==> src/bfu_pkg.sv <==
/*
 Shared constants and types of the bit, shift and flag unit.
 Assumes a single core clock and a decoder that presents one operation per cycle.
*/
`default_nettype none

package bfu_pkg;

	// Operation codes from the instruction decoder
	typedef enum logic [4:0] {
		NO_OP = 5'h00,
		STACK_PUSH_OP,
		STACK_POP_OP,
		IO_BIT_SET_OP,
		IO_BIT_CLEAR_OP,
		LOGICAL_LEFT_SHIFT_OP,
		LOGICAL_RIGHT_SHIFT_OP,
		ROTATE_LEFT_CARRY_OP,
		ROTATE_RIGHT_CARRY_OP,
		ARITH_RIGHT_SHIFT_OP,
		NIBBLE_EXCHANGE_OP,
		GENERIC_FLAG_SET_OP,
		GENERIC_FLAG_CLEAR_OP,
		BIT_TO_TRANSFER_FLAG_OP,
		TRANSFER_FLAG_TO_BIT_OP,
		CARRY_SET_OP,
		CARRY_CLEAR_OP,
		NEGATIVE_SET_OP,
		ZERO_CLEAR_OP,
		GLOBAL_IRQ_ENABLE_OP,
		GLOBAL_IRQ_DISABLE_OP,
		OVERFLOW_SET_OP,
		SIGNED_SET_OP
	} bfu_op_e;

	// Bit positions inside the status flags
	localparam int FLAG_C = 0;
	localparam int FLAG_Z = 1;
	localparam int FLAG_N = 2;
	localparam int FLAG_V = 3;
	localparam int FLAG_S = 4;
	localparam int FLAG_H = 5;
	localparam int FLAG_T = 6;
	localparam int FLAG_I = 7;

	// Data and register widths
	localparam int DATA_W = 8;
	localparam int WREG_ADDR_W = 5;
	localparam int IO_ADDR_W = 6;
	localparam int BIT_SEL_W = 3;
	localparam int AXI_ADDR_W = 8;

	// Register map, byte addresses
	localparam logic [AXI_ADDR_W-1:0] REG_FLAGS_OFS = 8'h00;
	localparam logic [AXI_ADDR_W-1:0] REG_STACK_OFS = 8'h04;

	// Flags reset value and default stack depth
	localparam logic [DATA_W-1:0] FLAGS_RST = 8'h00;
	localparam int STACK_DEPTH_DEF = 16;

	// Bus responses
	localparam logic [1:0] RESP_OKAY = 2'h0;
	localparam logic [1:0] RESP_DECERR = 2'h3;

endpackage

`default_nettype wire

==> src/bfu_stack_mem.sv <==
/*
 Small stack memory: one write port, one read port with registered data.
 Assumes the caller keeps addresses in range and owns the stack pointer.
*/
`timescale 1ns/100ps
`default_nettype none

module bfu_stack_mem #(
	parameter int WIDTH = 8,
	parameter int DEPTH = 16,
	parameter int AW = 4
) (
	input wire logic clk_i,
	input wire logic rstn_i,
	input wire logic wr_en_i,
	input wire logic [AW-1:0] wr_addr_i,
	input wire logic [WIDTH-1:0] wr_data_i,
	input wire logic rd_en_i,
	input wire logic [AW-1:0] rd_addr_i,
	output logic [WIDTH-1:0] rd_data_o
);

	// Storage array, no reset so it maps onto RAM
	logic [WIDTH-1:0] mem_reg [DEPTH];
	// Registered read data
	logic [WIDTH-1:0] rd_data_reg;

	// Write port
	always_ff @(posedge clk_i) begin
		if (wr_en_i) begin
			mem_reg[wr_addr_i] <= wr_data_i;
		end
	end

	// Read port; data stands until the next read
	always_ff @(posedge clk_i or negedge rstn_i) begin
		if (!rstn_i) begin
			rd_data_reg <= '0;
		end else if (rd_en_i) begin
			rd_data_reg <= mem_reg[rd_addr_i];
		end
	end

	assign rd_data_o = rd_data_reg;

endmodule

`default_nettype wire

==> src/bfu_core.sv <==
/*
 Bit, shift, rotate, stack and status-flag execution unit with an AXI4-Lite
 slave for the status flags and stack pointer.
 Assumes the decoder drives operands on the core clock and holds op_valid_i
 low while busy_o is high.
*/
// Design decisions made here: the address map and the AXI4-Lite register port.
`timescale 1ns/100ps
`default_nettype none

module bfu_core import bfu_pkg::*; #(
	parameter int STACK_DEPTH = STACK_DEPTH_DEF
) (
	input wire logic clk_i,
	input wire logic rstn_i,
	// Decoder side
	input wire logic op_valid_i,
	input wire bfu_op_e op_code_i,
	input wire logic [WREG_ADDR_W-1:0] rd_addr_i,
	input wire logic [DATA_W-1:0] rd_data_i,
	input wire logic [DATA_W-1:0] source_working_reg_i,
	input wire logic [BIT_SEL_W-1:0] bit_sel_i,
	input wire logic [IO_ADDR_W-1:0] io_addr_i,
	input wire logic [DATA_W-1:0] io_rdata_i,
	output logic busy_o,
	// Register file write
	output logic rd_wr_o,
	output logic [WREG_ADDR_W-1:0] rd_waddr_o,
	output logic [DATA_W-1:0] rd_wdata_o,
	// I/O space write
	output logic io_wr_o,
	output logic [IO_ADDR_W-1:0] io_waddr_o,
	output logic [DATA_W-1:0] io_wdata_o,
	output logic [DATA_W-1:0] status_flags_o,
	// AXI4-Lite slave
	input wire logic [AXI_ADDR_W-1:0] s_axi_awaddr,
	input wire logic s_axi_awvalid,
	output logic s_axi_awready,
	input wire logic [31:0] s_axi_wdata,
	input wire logic [3:0] s_axi_wstrb,
	input wire logic s_axi_wvalid,
	output logic s_axi_wready,
	output logic [1:0] s_axi_bresp,
	output logic s_axi_bvalid,
	input wire logic s_axi_bready,
	input wire logic [AXI_ADDR_W-1:0] s_axi_araddr,
	input wire logic s_axi_arvalid,
	output logic s_axi_arready,
	output logic [31:0] s_axi_rdata,
	output logic [1:0] s_axi_rresp,
	output logic s_axi_rvalid,
	input wire logic s_axi_rready
);

	localparam int SPW = $clog2(STACK_DEPTH);

	// Status flags, the architectural state of this unit
	logic [DATA_W-1:0] flags_reg;
	// Stack pointer counts stored entries
	logic [SPW:0] sp_reg;
	logic [SPW:0] sp_dec;
	// Pop in flight: read data lands one cycle later
	logic pop_pend_reg;
	logic [WREG_ADDR_W-1:0] pop_dst_reg;
	logic [DATA_W-1:0] mem_rdata;
	// Result registers toward register file and I/O space
	logic rd_wr_reg;
	logic [WREG_ADDR_W-1:0] rd_waddr_reg;
	logic [DATA_W-1:0] rd_wdata_reg;
	logic io_wr_reg;
	logic [IO_ADDR_W-1:0] io_waddr_reg;
	logic [DATA_W-1:0] io_wdata_reg;
	// Operation taken this cycle
	logic fire;
	logic is_shift;
	logic do_push;
	logic do_pop;
	logic stack_empty;
	logic stack_full;
	// Shifter results
	logic [DATA_W-1:0] sh_res;
	logic sh_c;
	logic sh_n;
	logic sh_v;
	logic [DATA_W-1:0] bit_mask;
	// AXI write channel state
	logic awready_reg;
	logic wready_reg;
	logic aw_got_reg;
	logic w_got_reg;
	logic [AXI_ADDR_W-1:0] awaddr_reg;
	logic [31:0] wdata_reg;
	logic wstrb0_reg;
	logic bvalid_reg;
	logic [1:0] bresp_reg;
	logic wr_do;
	// AXI read channel state
	logic arready_reg;
	logic rvalid_reg;
	logic [31:0] rdata_reg;
	logic [1:0] rresp_reg;

	// Ops offered while a pop completes are not taken
	assign fire = op_valid_i && !pop_pend_reg;
	assign stack_empty = (sp_reg == '0);
	assign stack_full = (sp_reg == (SPW+1)'(STACK_DEPTH));
	// Push on full and pop on empty are dropped rather than wrapping
	assign do_push = fire && (op_code_i == STACK_PUSH_OP) && !stack_full;
	assign do_pop = fire && (op_code_i == STACK_POP_OP) && !stack_empty;
	assign sp_dec = sp_reg - 1'b1;
	assign bit_mask = 8'h01 << bit_sel_i;

	// One-hot style decode of the shift group
	assign is_shift = (op_code_i == LOGICAL_LEFT_SHIFT_OP) ||
		(op_code_i == LOGICAL_RIGHT_SHIFT_OP) ||
		(op_code_i == ROTATE_LEFT_CARRY_OP) ||
		(op_code_i == ROTATE_RIGHT_CARRY_OP) ||
		(op_code_i == ARITH_RIGHT_SHIFT_OP);

	// Shifter: result and the bit that falls out
	always_comb begin
		case (op_code_i)
			LOGICAL_LEFT_SHIFT_OP: begin
				sh_res = {rd_data_i[6:0], 1'b0};
				sh_c = rd_data_i[7];
			end
			LOGICAL_RIGHT_SHIFT_OP: begin
				sh_res = {1'b0, rd_data_i[7:1]};
				sh_c = rd_data_i[0];
			end
			ROTATE_LEFT_CARRY_OP: begin
				sh_res = {rd_data_i[6:0], flags_reg[FLAG_C]};
				sh_c = rd_data_i[7];
			end
			ROTATE_RIGHT_CARRY_OP: begin
				sh_res = {flags_reg[FLAG_C], rd_data_i[7:1]};
				sh_c = rd_data_i[0];
			end
			ARITH_RIGHT_SHIFT_OP: begin
				sh_res = {rd_data_i[7], rd_data_i[7:1]};
				sh_c = rd_data_i[0];
			end
			default: begin
				sh_res = rd_data_i;
				sh_c = flags_reg[FLAG_C];
			end
		endcase
	end

	// Overflow after a shift is negative xor carry
	assign sh_n = sh_res[7];
	assign sh_v = sh_n ^ sh_c;

	// Status flags; an instruction wins over a bus write in the same cycle
	always_ff @(posedge clk_i or negedge rstn_i) begin
		if (!rstn_i) begin
			flags_reg <= FLAGS_RST;
		end else if (fire && is_shift) begin
			flags_reg[FLAG_C] <= sh_c;
			flags_reg[FLAG_Z] <= (sh_res == '0);
			flags_reg[FLAG_N] <= sh_n;
			flags_reg[FLAG_V] <= sh_v;
			flags_reg[FLAG_S] <= sh_n ^ sh_v;
		end else if (fire) begin
			case (op_code_i)
				GENERIC_FLAG_SET_OP: flags_reg <= flags_reg | bit_mask;
				GENERIC_FLAG_CLEAR_OP: flags_reg <= flags_reg & ~bit_mask;
				BIT_TO_TRANSFER_FLAG_OP: begin
					flags_reg[FLAG_T] <= source_working_reg_i[bit_sel_i];
				end
				CARRY_SET_OP: flags_reg[FLAG_C] <= 1'b1;
				CARRY_CLEAR_OP: flags_reg[FLAG_C] <= 1'b0;
				NEGATIVE_SET_OP: flags_reg[FLAG_N] <= 1'b1;
				ZERO_CLEAR_OP: flags_reg[FLAG_Z] <= 1'b0;
				GLOBAL_IRQ_ENABLE_OP: flags_reg[FLAG_I] <= 1'b1;
				GLOBAL_IRQ_DISABLE_OP: flags_reg[FLAG_I] <= 1'b0;
				OVERFLOW_SET_OP: flags_reg[FLAG_V] <= 1'b1;
				SIGNED_SET_OP: flags_reg[FLAG_S] <= 1'b1;
				default: begin
					if (wr_do && wstrb0_reg && awaddr_reg == REG_FLAGS_OFS) begin
						flags_reg <= wdata_reg[DATA_W-1:0];
					end
				end
			endcase
		end else if (wr_do && wstrb0_reg && awaddr_reg == REG_FLAGS_OFS) begin
			// Software may preload the flags while the core is idle
			flags_reg <= wdata_reg[DATA_W-1:0];
		end
	end

	// Stack pointer moves with each accepted push or pop
	always_ff @(posedge clk_i or negedge rstn_i) begin
		if (!rstn_i) begin
			sp_reg <= '0;
		end else if (do_push) begin
			sp_reg <= sp_reg + 1'b1;
		end else if (do_pop) begin
			sp_reg <= sp_dec;
		end
	end

	// Remember the pop target until the memory data arrive
	always_ff @(posedge clk_i or negedge rstn_i) begin
		if (!rstn_i) begin
			pop_pend_reg <= 1'b0;
			pop_dst_reg <= '0;
		end else begin
			pop_pend_reg <= do_pop;
			if (do_pop) begin
				pop_dst_reg <= rd_addr_i;
			end
		end
	end

	// Stack storage; pushes write at the top, pops read just below it
	bfu_stack_mem #(
		.WIDTH(DATA_W),
		.DEPTH(STACK_DEPTH),
		.AW(SPW)
	) u_stack (
		.clk_i(clk_i),
		.rstn_i(rstn_i),
		.wr_en_i(do_push),
		.wr_addr_i(sp_reg[SPW-1:0]),
		.wr_data_i(source_working_reg_i),
		.rd_en_i(do_pop),
		.rd_addr_i(sp_dec[SPW-1:0]),
		.rd_data_o(mem_rdata)
	);

	// Register file results, ready one edge after the op is taken, two edges for a pop
	always_ff @(posedge clk_i or negedge rstn_i) begin
		if (!rstn_i) begin
			rd_wr_reg <= 1'b0;
			rd_waddr_reg <= '0;
			rd_wdata_reg <= '0;
		end else if (pop_pend_reg) begin
			rd_wr_reg <= 1'b1;
			rd_waddr_reg <= pop_dst_reg;
			rd_wdata_reg <= mem_rdata;
		end else if (fire && is_shift) begin
			rd_wr_reg <= 1'b1;
			rd_waddr_reg <= rd_addr_i;
			rd_wdata_reg <= sh_res;
		end else if (fire && op_code_i == NIBBLE_EXCHANGE_OP) begin
			rd_wr_reg <= 1'b1;
			rd_waddr_reg <= rd_addr_i;
			rd_wdata_reg <= {rd_data_i[3:0], rd_data_i[7:4]};
		end else if (fire && op_code_i == TRANSFER_FLAG_TO_BIT_OP) begin
			rd_wr_reg <= 1'b1;
			rd_waddr_reg <= rd_addr_i;
			// Only the selected bit changes
			rd_wdata_reg <= (rd_data_i & ~bit_mask) |
				(flags_reg[FLAG_T] ? bit_mask : 8'h00);
		end else begin
			rd_wr_reg <= 1'b0;
		end
	end

	// I/O read-modify-write; the decoder supplies the current value
	always_ff @(posedge clk_i or negedge rstn_i) begin
		if (!rstn_i) begin
			io_wr_reg <= 1'b0;
			io_waddr_reg <= '0;
			io_wdata_reg <= '0;
		end else if (fire && op_code_i == IO_BIT_SET_OP) begin
			io_wr_reg <= 1'b1;
			io_waddr_reg <= io_addr_i;
			io_wdata_reg <= io_rdata_i | bit_mask;
		end else if (fire && op_code_i == IO_BIT_CLEAR_OP) begin
			io_wr_reg <= 1'b1;
			io_waddr_reg <= io_addr_i;
			io_wdata_reg <= io_rdata_i & ~bit_mask;
		end else begin
			io_wr_reg <= 1'b0;
		end
	end

	// Bus write: address and data taken in either order
	assign wr_do = aw_got_reg && w_got_reg && !bvalid_reg;

	always_ff @(posedge clk_i or negedge rstn_i) begin
		if (!rstn_i) begin
			awready_reg <= 1'b1;
			wready_reg <= 1'b1;
			aw_got_reg <= 1'b0;
			w_got_reg <= 1'b0;
			awaddr_reg <= '0;
			wdata_reg <= '0;
			wstrb0_reg <= 1'b0;
			bvalid_reg <= 1'b0;
			bresp_reg <= RESP_OKAY;
		end else begin
			if (s_axi_awvalid && awready_reg) begin
				aw_got_reg <= 1'b1;
				awready_reg <= 1'b0;
				awaddr_reg <= s_axi_awaddr;
			end
			if (s_axi_wvalid && wready_reg) begin
				w_got_reg <= 1'b1;
				wready_reg <= 1'b0;
				wdata_reg <= s_axi_wdata;
				wstrb0_reg <= s_axi_wstrb[0];
			end
			if (wr_do) begin
				// Only the flags register is writable
				aw_got_reg <= 1'b0;
				w_got_reg <= 1'b0;
				bvalid_reg <= 1'b1;
				bresp_reg <= (awaddr_reg == REG_FLAGS_OFS ||
					awaddr_reg == REG_STACK_OFS) ? RESP_OKAY : RESP_DECERR;
			end
			if (bvalid_reg && s_axi_bready) begin
				bvalid_reg <= 1'b0;
				awready_reg <= 1'b1;
				wready_reg <= 1'b1;
			end
		end
	end

	// Bus read: one word per request, answered the next cycle
	always_ff @(posedge clk_i or negedge rstn_i) begin
		if (!rstn_i) begin
			arready_reg <= 1'b1;
			rvalid_reg <= 1'b0;
			rdata_reg <= '0;
			rresp_reg <= RESP_OKAY;
		end else if (s_axi_arvalid && arready_reg) begin
			arready_reg <= 1'b0;
			rvalid_reg <= 1'b1;
			case (s_axi_araddr)
				REG_FLAGS_OFS: begin
					rdata_reg <= 32'(flags_reg);
					rresp_reg <= RESP_OKAY;
				end
				REG_STACK_OFS: begin
					rdata_reg <= 32'(sp_reg);
					rresp_reg <= RESP_OKAY;
				end
				default: begin
					rdata_reg <= '0;
					rresp_reg <= RESP_DECERR;
				end
			endcase
		end else if (rvalid_reg && s_axi_rready) begin
			rvalid_reg <= 1'b0;
			arready_reg <= 1'b1;
		end
	end

	// Outputs straight from flip-flops
	assign busy_o = pop_pend_reg;
	assign rd_wr_o = rd_wr_reg;
	assign rd_waddr_o = rd_waddr_reg;
	assign rd_wdata_o = rd_wdata_reg;
	assign io_wr_o = io_wr_reg;
	assign io_waddr_o = io_waddr_reg;
	assign io_wdata_o = io_wdata_reg;
	assign status_flags_o = flags_reg;
	assign s_axi_awready = awready_reg;
	assign s_axi_wready = wready_reg;
	assign s_axi_bvalid = bvalid_reg;
	assign s_axi_bresp = bresp_reg;
	assign s_axi_arready = arready_reg;
	assign s_axi_rvalid = rvalid_reg;
	assign s_axi_rdata = rdata_reg;
	assign s_axi_rresp = rresp_reg;

	// Helper copies of last-cycle operands for the checks below
	logic [DATA_W-1:0] p_rd_reg;
	logic [DATA_W-1:0] p_rr_reg;
	logic [DATA_W-1:0] p_io_reg;
	logic [DATA_W-1:0] p_fl_reg;
	logic [DATA_W-1:0] p_mask_reg;
	logic [BIT_SEL_W-1:0] p_sel_reg;
	always_ff @(posedge clk_i) begin
		p_rd_reg <= rd_data_i;
		p_rr_reg <= source_working_reg_i;
		p_io_reg <= io_rdata_i;
		p_fl_reg <= flags_reg;
		p_mask_reg <= bit_mask;
		p_sel_reg <= bit_sel_i;
	end
endmodule

`default_nettype wire

==> config.mk <==
export PLATFORM = sky130hd
export DESIGN_NAME = bfu_core
export DESIGN_NICKNAME = d
export VERILOG_FILES = /design/src/bfu_pkg.sv /design/src/bfu_stack_mem.sv /design/src/bfu_core.sv
export SDC_FILE = /design/constraint.sdc
export NUM_CORES = 1
export LEC_CHECK = 0
export BUFFER_PORTS_ARGS = -buffer_cell sky130_fd_sc_hd__buf_2
export CORE_AREA = 2 2 155 157
export DETAILED_ROUTE_END_ITERATION = 16
export DIE_AREA = 0 0 157 159
export PLACE_DENSITY = 0.68
export SYNTH_ARGS = -nofsm -noshare
export SYNTH_HDL_FRONTEND = slang
export SYNTH_SLANG_ARGS = --single-unit
==> constraint.sdc <==
create_clock -name clk_i -period 3.1 [get_ports clk_i]
set_input_delay 0.155 -clock clk_i [delete_from_list [all_inputs] [get_ports clk_i]]
set_output_delay 0.155 -clock clk_i [all_outputs]
set_load 0.1 [all_outputs]
=== Yosys cells after proc, flatten, opt, wreduce, memory -nomap -nowiden ===
Memories as Yosys holds them, arrays and structs flattened. A register that Yosys moved wholly into a read port is not among the register bits.
Cells that the tools add are included.

* Output and inout bits: 79
* Word-level logic and storage cells: 189
* Memories: 1
* Bits in registers: 108
* Memory bits (writable): 128

{| class="wikitable"
|+ Memories
! memory !! depth !! bits a word !! rd ports !! clocked after memory_dff !! wr ports !! RTL line !! RTL
|-
| u_stack.mem_reg || 16 || 8 || 1 || 1 || 1 || bfu_stack_mem.sv:24 || <nowiki>logic [WIDTH-1:0] mem_reg [DEPTH];</nowiki>
|}

* Shift operators: 1
* Magnitude comparators: 1
* $add $sub $neg: 2
* Reduce and logical (&&, ||, !) cells: 56
* Bitwise logic cells: 10
* Mux-type cells: 55
* Equal/unequal tests: 33

{| class="wikitable"
|+ Operators by type and width
! operator !! count
|-
| $mux 8 || 9
|-
| $eq 5x4->1 const B || 8
|-
| $eq 5x5->1 const B || 8
|-
| $pmux 8 s5 || 1
|-
| $reduce_or 8->1 || 5
|-
| $mux 5 || 7
|-
| $and 8x8->8 || 3
|-
| $logic_not 8->1 || 3
|-
| $or 8x8->8 || 3
|-
| $mux 1 || 23
|-
| $eq 5x3->1 const B || 4
|-
| $pmux 1 s4 || 5
|-
| $logic_and 1x1->1 || 19
|-
| $eq 8x3->1 const B || 2
|-
| $pmux 8 s2 || 1
|-
| $reduce_bool 2->1 || 8
|-
| $ne 3x2->1 const B || 5
|-
| $reduce_or 7->1 || 2
|-
| $mux 6 || 2
|-
| $eq 5x2->1 const B || 2
|-
| $pmux 1 s5 || 2
|-
| $reduce_or 9->1 || 1
|-
| $not 8->8 || 1
|-
| $shl 1x3->8 const A || 1
|-
| 18 further kinds || 33
|}

=== Longest topological paths before layout ===
Gate-level depths: netlist (run 1).

* Word-level depth: 8
* Gate-level depth with buffers: 11

=== Modules after synthesis ===
Synthesis (run 1) repeated with hierarchy kept, for this count alone.

* Cells, all modules: 781
* Area, all modules: 10297.4 µm²

{| class="wikitable"
|+ Modules (own cells, without submodules)
! module !! area an instance (µm²) !! sequential area each (µm²) !! cells each !! instances
|-
| bfu_stack_mem || 5331.4 || 4043.9 || 240 || 1
|-
| bfu_core || 4966.0 || 2055.7 || 541 || 1
|}

=== Worst setup path before layout (run 1) ===
OpenSTA, ideal clock, no wires.

* Path type: reg2reg
* Start: register pop_pend_reg (netlist: busy_o)
* End: memory u_stack.mem_reg[1][0] (enable)
* Path slack: -580 ps
* Cell stages (with the launch flop): 6
* Data required time: 2702 ps
* Buffers on the path: 1
* Period minus slack after synthesis: 3680 ps
* Data arrival time: 3282 ps
* Cells stage by stage: dfrtp_1 -> buf_2 -> or3b_2 -> or2_2 -> or3_1 -> nor4b_1

* Cells in the longest elaborated chain, start to end: 6

{| class="wikitable"
|+ Ends and longest elaborated chain
! what !! RTL line !! RTL
|-
| from (decl) || bfu_core.sv:63 || <nowiki>logic pop_pend_reg;</nowiki>
|-
| from (signal assigned) || bfu_core.sv:208 || <nowiki>pop_pend_reg <= do_pop;</nowiki>
|-
| $logic_not 1->1 || bfu_core.sv:104 || <nowiki>assign fire = op_valid_i && !pop_pend_reg;</nowiki>
|-
| $logic_and 1x1->1 || bfu_core.sv:104 ||
|-
| $logic_and 1x1->1 (2 in series) || bfu_core.sv:108 || <nowiki>assign do_push = fire && (op_code_i == STACK_PUSH_OP) && !stack_full;</nowiki>
|-
| $mux 1 || bfu_stack_mem.sv:30 || <nowiki>if (wr_en_i) begin</nowiki>
|-
| $mux 1 (not written as such) || bfu_stack_mem.sv:31 || <nowiki>mem_reg[wr_addr_i] <= wr_data_i;</nowiki>
|-
| to (decl) || bfu_stack_mem.sv:24 ||
|}

No other way between the ends.

=== Worst setup path in the final report (run 1) ===
* Start: register pop_pend_reg (netlist: busy_o)
* End: memory u_stack.mem_reg[11][2] (enable)

The elaborated chain is that of the path after synthesis.

==> reports/qor.txt, run 1 <==
overall die area: 0.02496 sq mm
count of vias placed by the detailed router: 7,342
setup slack of the most critical reg-to-reg path: 0.20 ns
core area: 0.02319 sq mm
die width: 157 um
Placed Area: 0.01132 sq mm
initial standard-cell utilization of the core: 44.50%
Worst Hold End: u_stack.mem_reg[7][0]$_DFFE_PP_
pin count of the biggest net entering global routing: 67
area growth from synthesis to layout: 21.38%
setup tns final: 0 ns
cells after synthesis: 803
EDFF count, synth: 128
CP endpoint kind: flop
mean routed wirelength per cell: 19.49 um
Unique masters post-synth: 68
category of the most critical setup path: flop to flop
Max transition margin: 42.26%
share of cells above drive strength 1: 27.71%
average footprint of a synthesized cell: 12.85 sq um
areal power density over the cells: 857.3 mW/mm^2
instance count along the most critical hold path: 1
Final Hold Fails: 0
CTS tree: done
Starting DRT DRC Count: 801
CP Data Required Time: 3.26 ns
clk sink count: 218
post-layout instance area: 0.01253 sq mm
count of nets after finishing: 1,086
Commonest cells post-synth: sky130_fd_sc_hd__edfxtp_1 (128), sky130_fd_sc_hd__dfrtp_1 (87), sky130_fd_sc_hd__nand2_1 (77)
number of placement rows: 56
DRC violation count after routing: 0
library cell with the highest instance count after synthesis: sky130_fd_sc_hd__edfxtp_1
Least-Margin Pin Slew: 0.8662 ns
Port Buffers: 130
cell types occupying the most area after synthesis: sky130_fd_sc_hd__edfxtp_1 (37%), sky130_fd_sc_hd__dfrtp_1 (21%), sky130_fd_sc_hd__mux4_2 (7.4%), sky130_fd_sc_hd__mux2i_1 (4.1%), sky130_fd_sc_hd__mux2_2 (3.4%)
overall die height: 159 um
part of the Yosys area used for sequential elements: 59.10%
RSZ-0062 raised after global routing: no
total area of multi-input combinational cells: 0.003901 sq mm
maximum fanout along the worst path: 8
max reg flops: 128
portion of synthesized cell area occupied by the leading cell type: 37.24%
hold crit path type: input port to flop
endpoint of the lowest-slack register-to-register path: u_stack.mem_reg[11][2]$_DFFE_PP_
number of synthesized register bits: 218
clock-pin transition on the worst setup and hold timing paths: 0.06 ns
fin crit period: 2.904 ns
startpoint of the lowest-slack register-to-register path: busy_o$_DFF_PN0_
wire length of the first global-routing pass: 40,230 um
total CTS buffers: 24
run status: finished, final reports clean
number of global-route vias before repair: 7,037
critical hold path startpoint: source_working_reg_i[0]
Antenna Violating Nets Remaining: 0
share of flip-flops with an asynchronous set or reset after synthesis: 41.28%
Worst Clk Skew: 0.01612 ns
Post-Synthesis Cell Area: 0.01032 sq mm
number of antenna violations at the first check in global routing: 1
overall routed net length: 25,650 um
routability-driven placement congestion ratio: 0.8781
total congestion overflow: 0
cell type with the largest total area after synthesis: sky130_fd_sc_hd__edfxtp_1
clock latency on the worst-skew pair: 0.52 ns
number of max-cap violations: 0
most used flip-flop cell after synthesis: sky130_fd_sc_hd__edfxtp_1
CTS H-tree lvls: 1
Post-DP HPWL: 17,180 um
startpoint types: flop
Max IR drop VDD: 0.0004259 V
filler cell count: 1,960
CP Data Arrival Time: 3.06 ns
GRT Total Usage: 20.58%
Sequential cell area: 0.006102 sq mm
period utilization: 93.68%
cell leakage power: 0.005011 uW
count of synthesis-stage warnings from yosys: 0
root buffer cell: sky130_fd_sc_hd__clkbuf_16
final count of pins violating max slew: 0
number of vias per cell after detailed routing: 5.579
Boundary Pins: 182
count of endpoints failing setup in the final report: 0
Worst Reg-to-Reg Cells: 5
Max clock buf depth: 3
PostCTS Resize Cnt: 0
FMAX: 344.4 MHz
number of optimization iterations in the first detailed-route pass: 5
cell type report:
type | instances | share of cell area (%)
Clock inverter | 5 | 0.2497
Sequential cell | 218 | 48.71
Timing Repair Buffer | 201 | 10.47
Tap cell | 319 | 3.186
Multi-Input combinational cell | 519 | 31.14
Clock buffer | 38 | 5.782
Inverter | 15 | 0.4494
Antenna cell | 1 | 0.01997
worst max-delay path: stages, from the launching register on:
cell and delay, ns:
sky130_fd_sc_hd__dfrtp_2 0.40, sky130_fd_sc_hd__or3b_2 0.52, sky130_fd_sc_hd__or2_2 0.37, sky130_fd_sc_hd__or3_1 0.48, sky130_fd_sc_hd__nor3b_2 0.33, sky130_fd_sc_hd__and2_1 0.44
cell families (layout without fill, tap and decap cells):
group                      after synthesis  after routing  synth area share, %
xor gates and xnor gates                 8              8               0.6789
AOI/OAI and AO/OA                      152            152                9.504
buffers and inverters                   89            259                4.267
and+or+nand+nor                        224            224                11.06
other                                    1             25              0.03633
adders and majority gates                4              4               0.4849
DFF                                    218            218                59.10
muxes                                  107            107                14.87
metal layers:
| layer | wire length, um | global-route usage (%) |
|---|---|---|
| met2 | 12110 | 32.54 |
| met5 | 0 | 0 |
| met4 | 611 | 5.213 |
| met1 | 11160 | 30.03 |
| met3 | 1768 | 3.048 |
cell usage in the layout, fill, tap and decap left out, types with 9 or more instances in the layout:
master                          Yosys  routed
sky130_fd_sc_hd__buf_2              7     129
sky130_fd_sc_hd__edfxtp_1         128     128
sky130_fd_sc_hd__dfrtp_1           87      85
sky130_fd_sc_hd__nand2_1           77      77
sky130_fd_sc_hd__dlygate4sd3_1      0      45
sky130_fd_sc_hd__o21ai_0           43      43
sky130_fd_sc_hd__mux2i_1           42      42
sky130_fd_sc_hd__nor2_1            41      41
sky130_fd_sc_hd__a21oi_1           41      41
sky130_fd_sc_hd__mux4_2            34      34
sky130_fd_sc_hd__mux2_2            31      31
sky130_fd_sc_hd__buf_4             26      26
sky130_fd_sc_hd__clkbuf_16          0      25
sky130_fd_sc_hd__conb_1             1      24
sky130_fd_sc_hd__inv_1             14      14
sky130_fd_sc_hd__nor3_1            14      14
sky130_fd_sc_hd__nand3_1           12      12
sky130_fd_sc_hd__nand2b_1          11      11
sky130_fd_sc_hd__and2_1            11      11
sky130_fd_sc_hd__nor2b_1            9       9
sky130_fd_sc_hd__o211ai_1           9       9
through the flow:
stage / instances / hold slack, ns / setup WS, ns / util [%] / total power (uW)
final: 1316 / 0.06144 / 0.1960 / 54.02 / 10740
after global placement: 1227 / 0.3149 / 0.2963 / 48.81 / 8003
after CTS: 1315 / 0.04779 / 0.2007 / 54.01 / 10830
after floorplan: 826 / -0.1406 / 0.1137 / - / 7034
after global routing: 1316 / 0.06885 / 0.1006 / 54.02 / 11210
after detailed placement: 1227 / 0.3227 / 0.2335 / 48.81 / 8051
power breakdown:
| part | leakage (uW) | total, uW | internal, uW | switching (uW) |
|---|---|---|---|---|
| clock | 0.000375 | 2700 | 1600 | 1100 |
| combinational | 0.00238 | 4250 | 1420 | 2830 |
| sequential | 0.00226 | 3790 | 3470 | 324 |
repair_timing:
item	CTS	global route
hold endpoints to repair	111	0
buffers inserted	0	0
setup endpoints to repair	0	0
hold buffers	45	0
worst max-delay path by stage:
stage / from / cells after the start / end / slack, ns
after global placement: busy_o$_DFF_PN0_ / 5 / u_stack.mem_reg[10][1]$_DFFE_PP_ / 0.30
after floorplan: busy_o$_DFF_PN0_ / 6 / u_stack.mem_reg[11][0]$_DFFE_PP_ / 0.11
after global routing: busy_o$_DFF_PN0_ / 5 / u_stack.mem_reg[11][2]$_DFFE_PP_ / 0.10
after CTS: busy_o$_DFF_PN0_ / 5 / u_stack.mem_reg[11][2]$_DFFE_PP_ / 0.20
after detailed placement: busy_o$_DFF_PN0_ / 5 / u_stack.mem_reg[11][2]$_DFFE_PP_ / 0.23
final: busy_o$_DFF_PN0_ / 5 / u_stack.mem_reg[11][2]$_DFFE_PP_ / 0.20
(Power assumes the default switching activity.)
==> run 2: changes to the inputs <==
Settings changed: CELL_PAD_IN_SITES_DETAIL_PLACEMENT set to 1, CELL_PAD_IN_SITES_GLOBAL_PLACEMENT set to 1, CORE_AREA 2 2 155 157 to 2 2 162 164, DIE_AREA 0 0 157 159 to 0 0 164 166, PLACE_DENSITY 0.68 to not set, PLACE_DENSITY_LB_ADDON set to 0.1.
==> run 2 against run 1 <==
Worst setup slack hardly changed. Clock power increased by 13%. Count of clock-buffer cells in the layout fell by 4. Register-to-register slack barely moved. Highest routed layer unchanged. Critical path type unchanged. First-iteration DRC count fell by 48%. Combinational power grew 3%. Worst hold slack got worse by 0.031 ns. Final area increased by 1.1%. Cell count increased by 1.7%. Non-clock buffer count is 4 higher.
==> reports/qor.txt, run 2 (synthesis gave the netlist of run 1 again) <==
Antenna Violating Nets Remaining: 0
mean routed wirelength per cell: 22.23 um
routability-driven placement congestion ratio: 0.8524
Worst Clk Skew: 0.02365 ns
worst hold slack: 0.03083 ns
number of placement rows: 59
CP endpoint kind: flop
pin count of the biggest net entering global routing: 70
number of vias per cell after detailed routing: 5.460
Starting DRT DRC Count: 416
Boundary Pins: 182
fin crit period: 2.904 ns
count of nets after finishing: 1,091
count of endpoints failing setup in the final report: 0
final count of pins violating max slew: 0
category of the most critical setup path: flop to flop
Max transition margin: 37.84%
post-layout instance area: 0.01267 sq mm
initial standard-cell utilization of the core: 40.29%
count of placed standard cells in the final layout, fillers left out: 1,338
overall routed net length: 29,740 um
instance count along the most critical hold path: 1
max reg flops: 128
endpoint of the lowest-slack register-to-register path: u_stack.mem_reg[9][6]$_DFFE_PP_
cell leakage power: 0.005067 uW
Least-Margin Pin Slew: 0.9325 ns
filler cell count: 2,652
CTS H-tree lvls: 1
FMAX: 344.3 MHz
CTS tree: done
clk sink count: 218
clock-pin transition on the worst setup and hold timing paths: 0.06 ns
root buffer cell: sky130_fd_sc_hd__clkbuf_16
Final Hold Fails: 0
Max clock buf depth: 3
leading cell types in the layout, fill and taps excluded: sky130_fd_sc_hd__buf_2 (129), sky130_fd_sc_hd__edfxtp_1 (128), sky130_fd_sc_hd__dfrtp_1 (85)
setup slack of the most critical reg-to-reg path: 0.20 ns
overall die area: 0.02722 sq mm
overall die height: 166 um
number of global-route vias before repair: 7,945
maximum fanout along the worst path: 8
number of max-cap violations: 0
total CTS buffers: 25
most common library cell in the layout ignoring fill and taps: sky130_fd_sc_hd__buf_2
RSZ-0062 raised after global routing: no
hold crit path type: input port to flop
Post-DP HPWL: 20,190 um
postcts setup bufs: 0
Worst Hold End: u_stack.mem_reg[15][1]$_DFFE_PP_
CP Data Arrival Time: 3.10 ns
area growth from synthesis to layout: 22.74%
Placed Area: 0.01137 sq mm
die width: 164 um
period utilization: 93.69%
share of cells above drive strength 1: 28.02%
GRT Total Usage: 21.98%
number of optimization iterations in the first detailed-route pass: 5
total congestion overflow: 0
wire length of the first global-routing pass: 46,310 um
PostCTS Resize Cnt: 0
diode insertion count for antenna repair: 0
Port Buffers: 130
run status: finished, final reports clean
startpoint of the lowest-slack register-to-register path: busy_o$_DFF_PN0_
Placed Cells incl. Taps: 1,247
CP Data Required Time: 3.30 ns
Max IR drop VDD: 0.0006452 V
setup tns final: 0 ns
areal power density over the cells: 885.1 mW/mm^2
DRC violation count after routing: 0
count of vias placed by the detailed router: 7,306
number of antenna violations at the first check in global routing: 0
critical hold path startpoint: source_working_reg_i[1]
Worst Reg-to-Reg Cells: 5
core area: 0.02562 sq mm
startpoint types: flop
clock latency on the worst-skew pair: 0.55 ns
-- run 2: changes by cell type in the layout (fill, tap and decap cells not counted) --
cell	delta
sky130_fd_sc_hd__diode_2	-1
sky130_fd_sc_hd__clkinv_4	+1
sky130_fd_sc_hd__clkinvlp_4	+1
sky130_fd_sc_hd__clkbuf_8	-4
sky130_fd_sc_hd__inv_8	-1
sky130_fd_sc_hd__buf_4	+4
sky130_fd_sc_hd__clkinv_2	-1
sky130_fd_sc_hd__clkinv_1	+2
sky130_fd_sc_hd__bufinv_16	+4
sky130_fd_sc_hd__inv_16	+1
-- run 2: power breakdown --
part | total [uW] | switching, uW | internal [uW]
Clock | 3060 | 1210 | 1860
Combinational | 4360 | 2910 | 1450
Sequential | 3790 | 324 | 3470
Total | 11200 | 4440 | 6770
-- run 2: worst max path at each step --
| stage | from | to | slack [ns] | cells after the start |
|---|---|---|---|---|
| CTS | busy_o$_DFF_PN0_ | u_stack.mem_reg[8][6]$_DFFE_PP_ | 0.20 | 5 |
| global route | busy_o$_DFF_PN0_ | u_stack.mem_reg[9][6]$_DFFE_PP_ | 0.10 | 5 |
| floorplan | busy_o$_DFF_PN0_ | u_stack.mem_reg[11][0]$_DFFE_PP_ | 0.11 | 6 |
| global placement | busy_o$_DFF_PN0_ | u_stack.mem_reg[8][2]$_DFFE_PP_ | 0.29 | 5 |
| finish | busy_o$_DFF_PN0_ | u_stack.mem_reg[9][6]$_DFFE_PP_ | 0.20 | 5 |
| detailed placement | busy_o$_DFF_PN0_ | u_stack.mem_reg[8][4]$_DFFE_PP_ | 0.19 | 5 |
-- run 2: cell type report --
class / count / area [sq um] / area share [%]
sequential: 218 / 6102 / 48.17
multi-input combinational: 519 / 3901 / 30.80
timing repair buffer: 205 / 1341 / 10.59
clock buffer: 34 / 669.4 / 5.284
tap: 335 / 419.2 / 3.309
clock inverter: 12 / 178.9 / 1.412
inverter: 15 / 56.30 / 0.4444
-- run 2: metrics by stage --
stage                     setup WS, ns  power (uW)  util [%]
after floorplan                 0.1137        7034         -
after global placement          0.2856        8093     44.39
after detailed placement        0.1947        8191     44.39
after CTS                       0.1980       11340     49.46
after global routing            0.1023       11730     49.46
final                           0.1957       11210     49.46
-- run 2: repair_timing --
action / in CTS / in global routing
hold buffers: 45 / 0
endpoints found under the setup margin: 0 / 0
hold endpoints to repair: 112 / 0
-- run 2: routing by layer --
layer  track usage, %  vias up  share of wire, %
met5                0        -                 0
met4            4.691        0               2.1
met3            2.922       45               3.6
met2            38.78      156                52
met1            28.89     3778                42
li1                 -     3327                 -
-- run 2: critical path, stage by stage, from the launching register on --
cell and delay, ns:
sky130_fd_sc_hd__dfrtp_2 0.40, sky130_fd_sc_hd__or3b_2 0.54, sky130_fd_sc_hd__or2_2 0.37, sky130_fd_sc_hd__or3_1 0.50, sky130_fd_sc_hd__nor3b_2 0.32, sky130_fd_sc_hd__and2_1 0.44
==> run 3: changes to the inputs <==
Settings changed: CELL_PAD_IN_SITES_DETAIL_PLACEMENT 1 to 0.
==> run 3 against run 2 <==
Wire length fell by 8.8%. Clock power fell by 4%. Combinational power fell by 0.9%. Maximum frequency rose by 0.28%. Critical path type unchanged. Largest cell class unchanged.
==> reports/qor.txt, run 3 (synthesis gave the netlist of run 1 again) <==
run status: finished, final reports clean
Starting DRT DRC Count: 491
worst path setup slack after routing: 0.2038 ns
area growth from synthesis to layout: 22.51%
Max clock buf depth: 3
CP endpoint kind: flop
CTS H-tree lvls: 1
most common library cell in the layout ignoring fill and taps: sky130_fd_sc_hd__buf_2
proportion of power drawn by flip-flops and latches: 34.2%
initial standard-cell utilization of the core: 40.29%
Antenna Violating Nets Remaining: 0
Clk pwr share: 26.7%
Final Hold Fails: 0
combinational share of power: 39.1%
Placed Cells incl. Taps: 1,247
category of the most critical setup path: flop to flop
mean routed wirelength per cell: 20.28 um
clk sink count: 218
count of endpoints failing setup in the final report: 0
cell leakage power: 0.005066 uW
internal power component: 6662 uW
areal power density over the cells: 873.2 mW/mm^2
total congestion overflow: 0
clock latency on the worst-skew pair: 0.54 ns
postcts setup bufs: 0
overall die area: 0.02722 sq mm
post-placement setup slack: 0.2014 ns
overall routed net length: 27,140 um
leading cell types in the layout, fill and taps excluded: sky130_fd_sc_hd__buf_2 (129), sky130_fd_sc_hd__edfxtp_1 (128), sky130_fd_sc_hd__dfrtp_1 (85)
number of max-cap violations: 0
FMAX: 345.3 MHz
Max IR drop VDD: 0.0006099 V
Sequential cell area: 0.006102 sq mm
total CTS buffers: 25
count of vias placed by the detailed router: 7,205
CTS tree: done
max reg flops: 128
filler cell count: 2,254
wire length of the first global-routing pass: 42,350 um
number of vias per cell after detailed routing: 5.385
Post-DP HPWL: 18,740 um
Port Buffers: 130
Least-Margin Pin Slew: 0.9203 ns
worst hold slack: 0.03454 ns
number of optimization iterations in the first detailed-route pass: 5
share of cells above drive strength 1: 28.22%
count of placed standard cells in the final layout, fillers left out: 1,338
RSZ-0062 raised after global routing: no
diode insertion count for antenna repair: 0
CP Data Required Time: 3.29 ns
total area of multi-input combinational cells: 0.003901 sq mm
DRC violation count after routing: 0
number of placement rows: 59
GRT Total Usage: 20.02%
final count of pins violating max slew: 0
Util after Layout: 49.36%
number of antenna violations at the first check in global routing: 0
die width: 164 um
Max transition margin: 38.65%
Boundary Pins: 182
clock-pin transition on the worst setup and hold timing paths: 0.07 ns
pin count of the biggest net entering global routing: 70
CP Data Arrival Time: 3.09 ns
switching part of the total power: 39.66%
root buffer cell: sky130_fd_sc_hd__clkbuf_16
maximum fanout along the worst path: 8
startpoint types: flop
Psw: 4380 uW
period utilization: 93.43%
number of global-route vias before repair: 7,290
routability-driven placement congestion ratio: 0.8524
core area: 0.02562 sq mm
overall die height: 166 um
fin crit period: 2.896 ns
Worst Clk Skew: 0.01112 ns
count of nets after finishing: 1,091
setup tns final: 0 ns
hold crit path type: input port to flop
run 3: changes by cell type in the layout (fill, tap and decap cells not counted), sizes merged:
cell / change
clkinv: +5
bufinv: -2
clkbuf: -2
clkinvlp: -1
run 3: final timing paths:
path	end	slack (ns)	depth (start not counted)	start
max	u_stack.mem_reg[9][1]$_DFFE_PP_	0.20	5	busy_o$_DFF_PN0_
min	u_stack.mem_reg[3][7]$_DFFE_PP_	0.03	1	source_working_reg_i[7]
max reg2reg	u_stack.mem_reg[9][1]$_DFFE_PP_	0.20	5	busy_o$_DFF_PN0_
min reg2reg	pop_dst_reg[4]$_DFFE_PN0P_	0.48	2	pop_dst_reg[4]$_DFFE_PN0P_
max in group asynchronous	rd_wdata_o[5]$_DFFE_PN0P_	1.93	3	rstn_i
min in group asynchronous	io_waddr_o[2]$_DFFE_PN0P_	0.28	2	rstn_i
run 3: critical path: stages (launching register included):
cell and delay [ns]:
sky130_fd_sc_hd__dfrtp_2 0.40, sky130_fd_sc_hd__or3b_2 0.54, sky130_fd_sc_hd__or2_2 0.37, sky130_fd_sc_hd__or3_1 0.49, sky130_fd_sc_hd__nor3b_2 0.31, sky130_fd_sc_hd__and2_1 0.43
run 3: power groups by stage:
stage,Sequential [uW],Clock (uW),Combinational (uW)
4_1_cts,3780,3010,4370
5_1_grt,3830,3140,4600
6_report,3780,2950,4320
2_1_floorplan,4850,0,2190
3_3_place_gp,3820,0,4270
3_5_place_dp,3830,0,4310
run 3: metrics by stage:
step           cell area (sq um)  power [uW]
2_1_floorplan              10430        7034
3_3_place_gp               11370        8093
3_5_place_dp               11370        8138
4_1_cts                    12640       11160
5_1_grt                    12640       11580
6_report                   12640       11040
run 3: area by class of cell:
type	instances	area share [%]
multi-input combinational	519	30.85
timing repair buffer	205	10.61
sequential	218	48.26
tap	335	3.315
inverter	15	0.4453
clock buffer	32	5.472
clock inverter	14	1.049
run 3: layer usage:
metal | vias to the layer above | wire [um] | part of all wire (%) | track usage [%]
li1 | 3350 | - | - | -
met1 | 3621 | 11440 | 42 | 27.17
met2 | 189 | 13720 | 51 | 33.78
met3 | 45 | 1308 | 4.8 | 3.022
met4 | 0 | 673 | 2.5 | 5.034
met5 | - | 0 | 0 | 0
run 3: timing repair:
action | 4_1_cts | 5_1_grt
resized for setup | 0 | 0
endpoints found under the hold margin | 112 | 0
hold buffers | 45 | 0
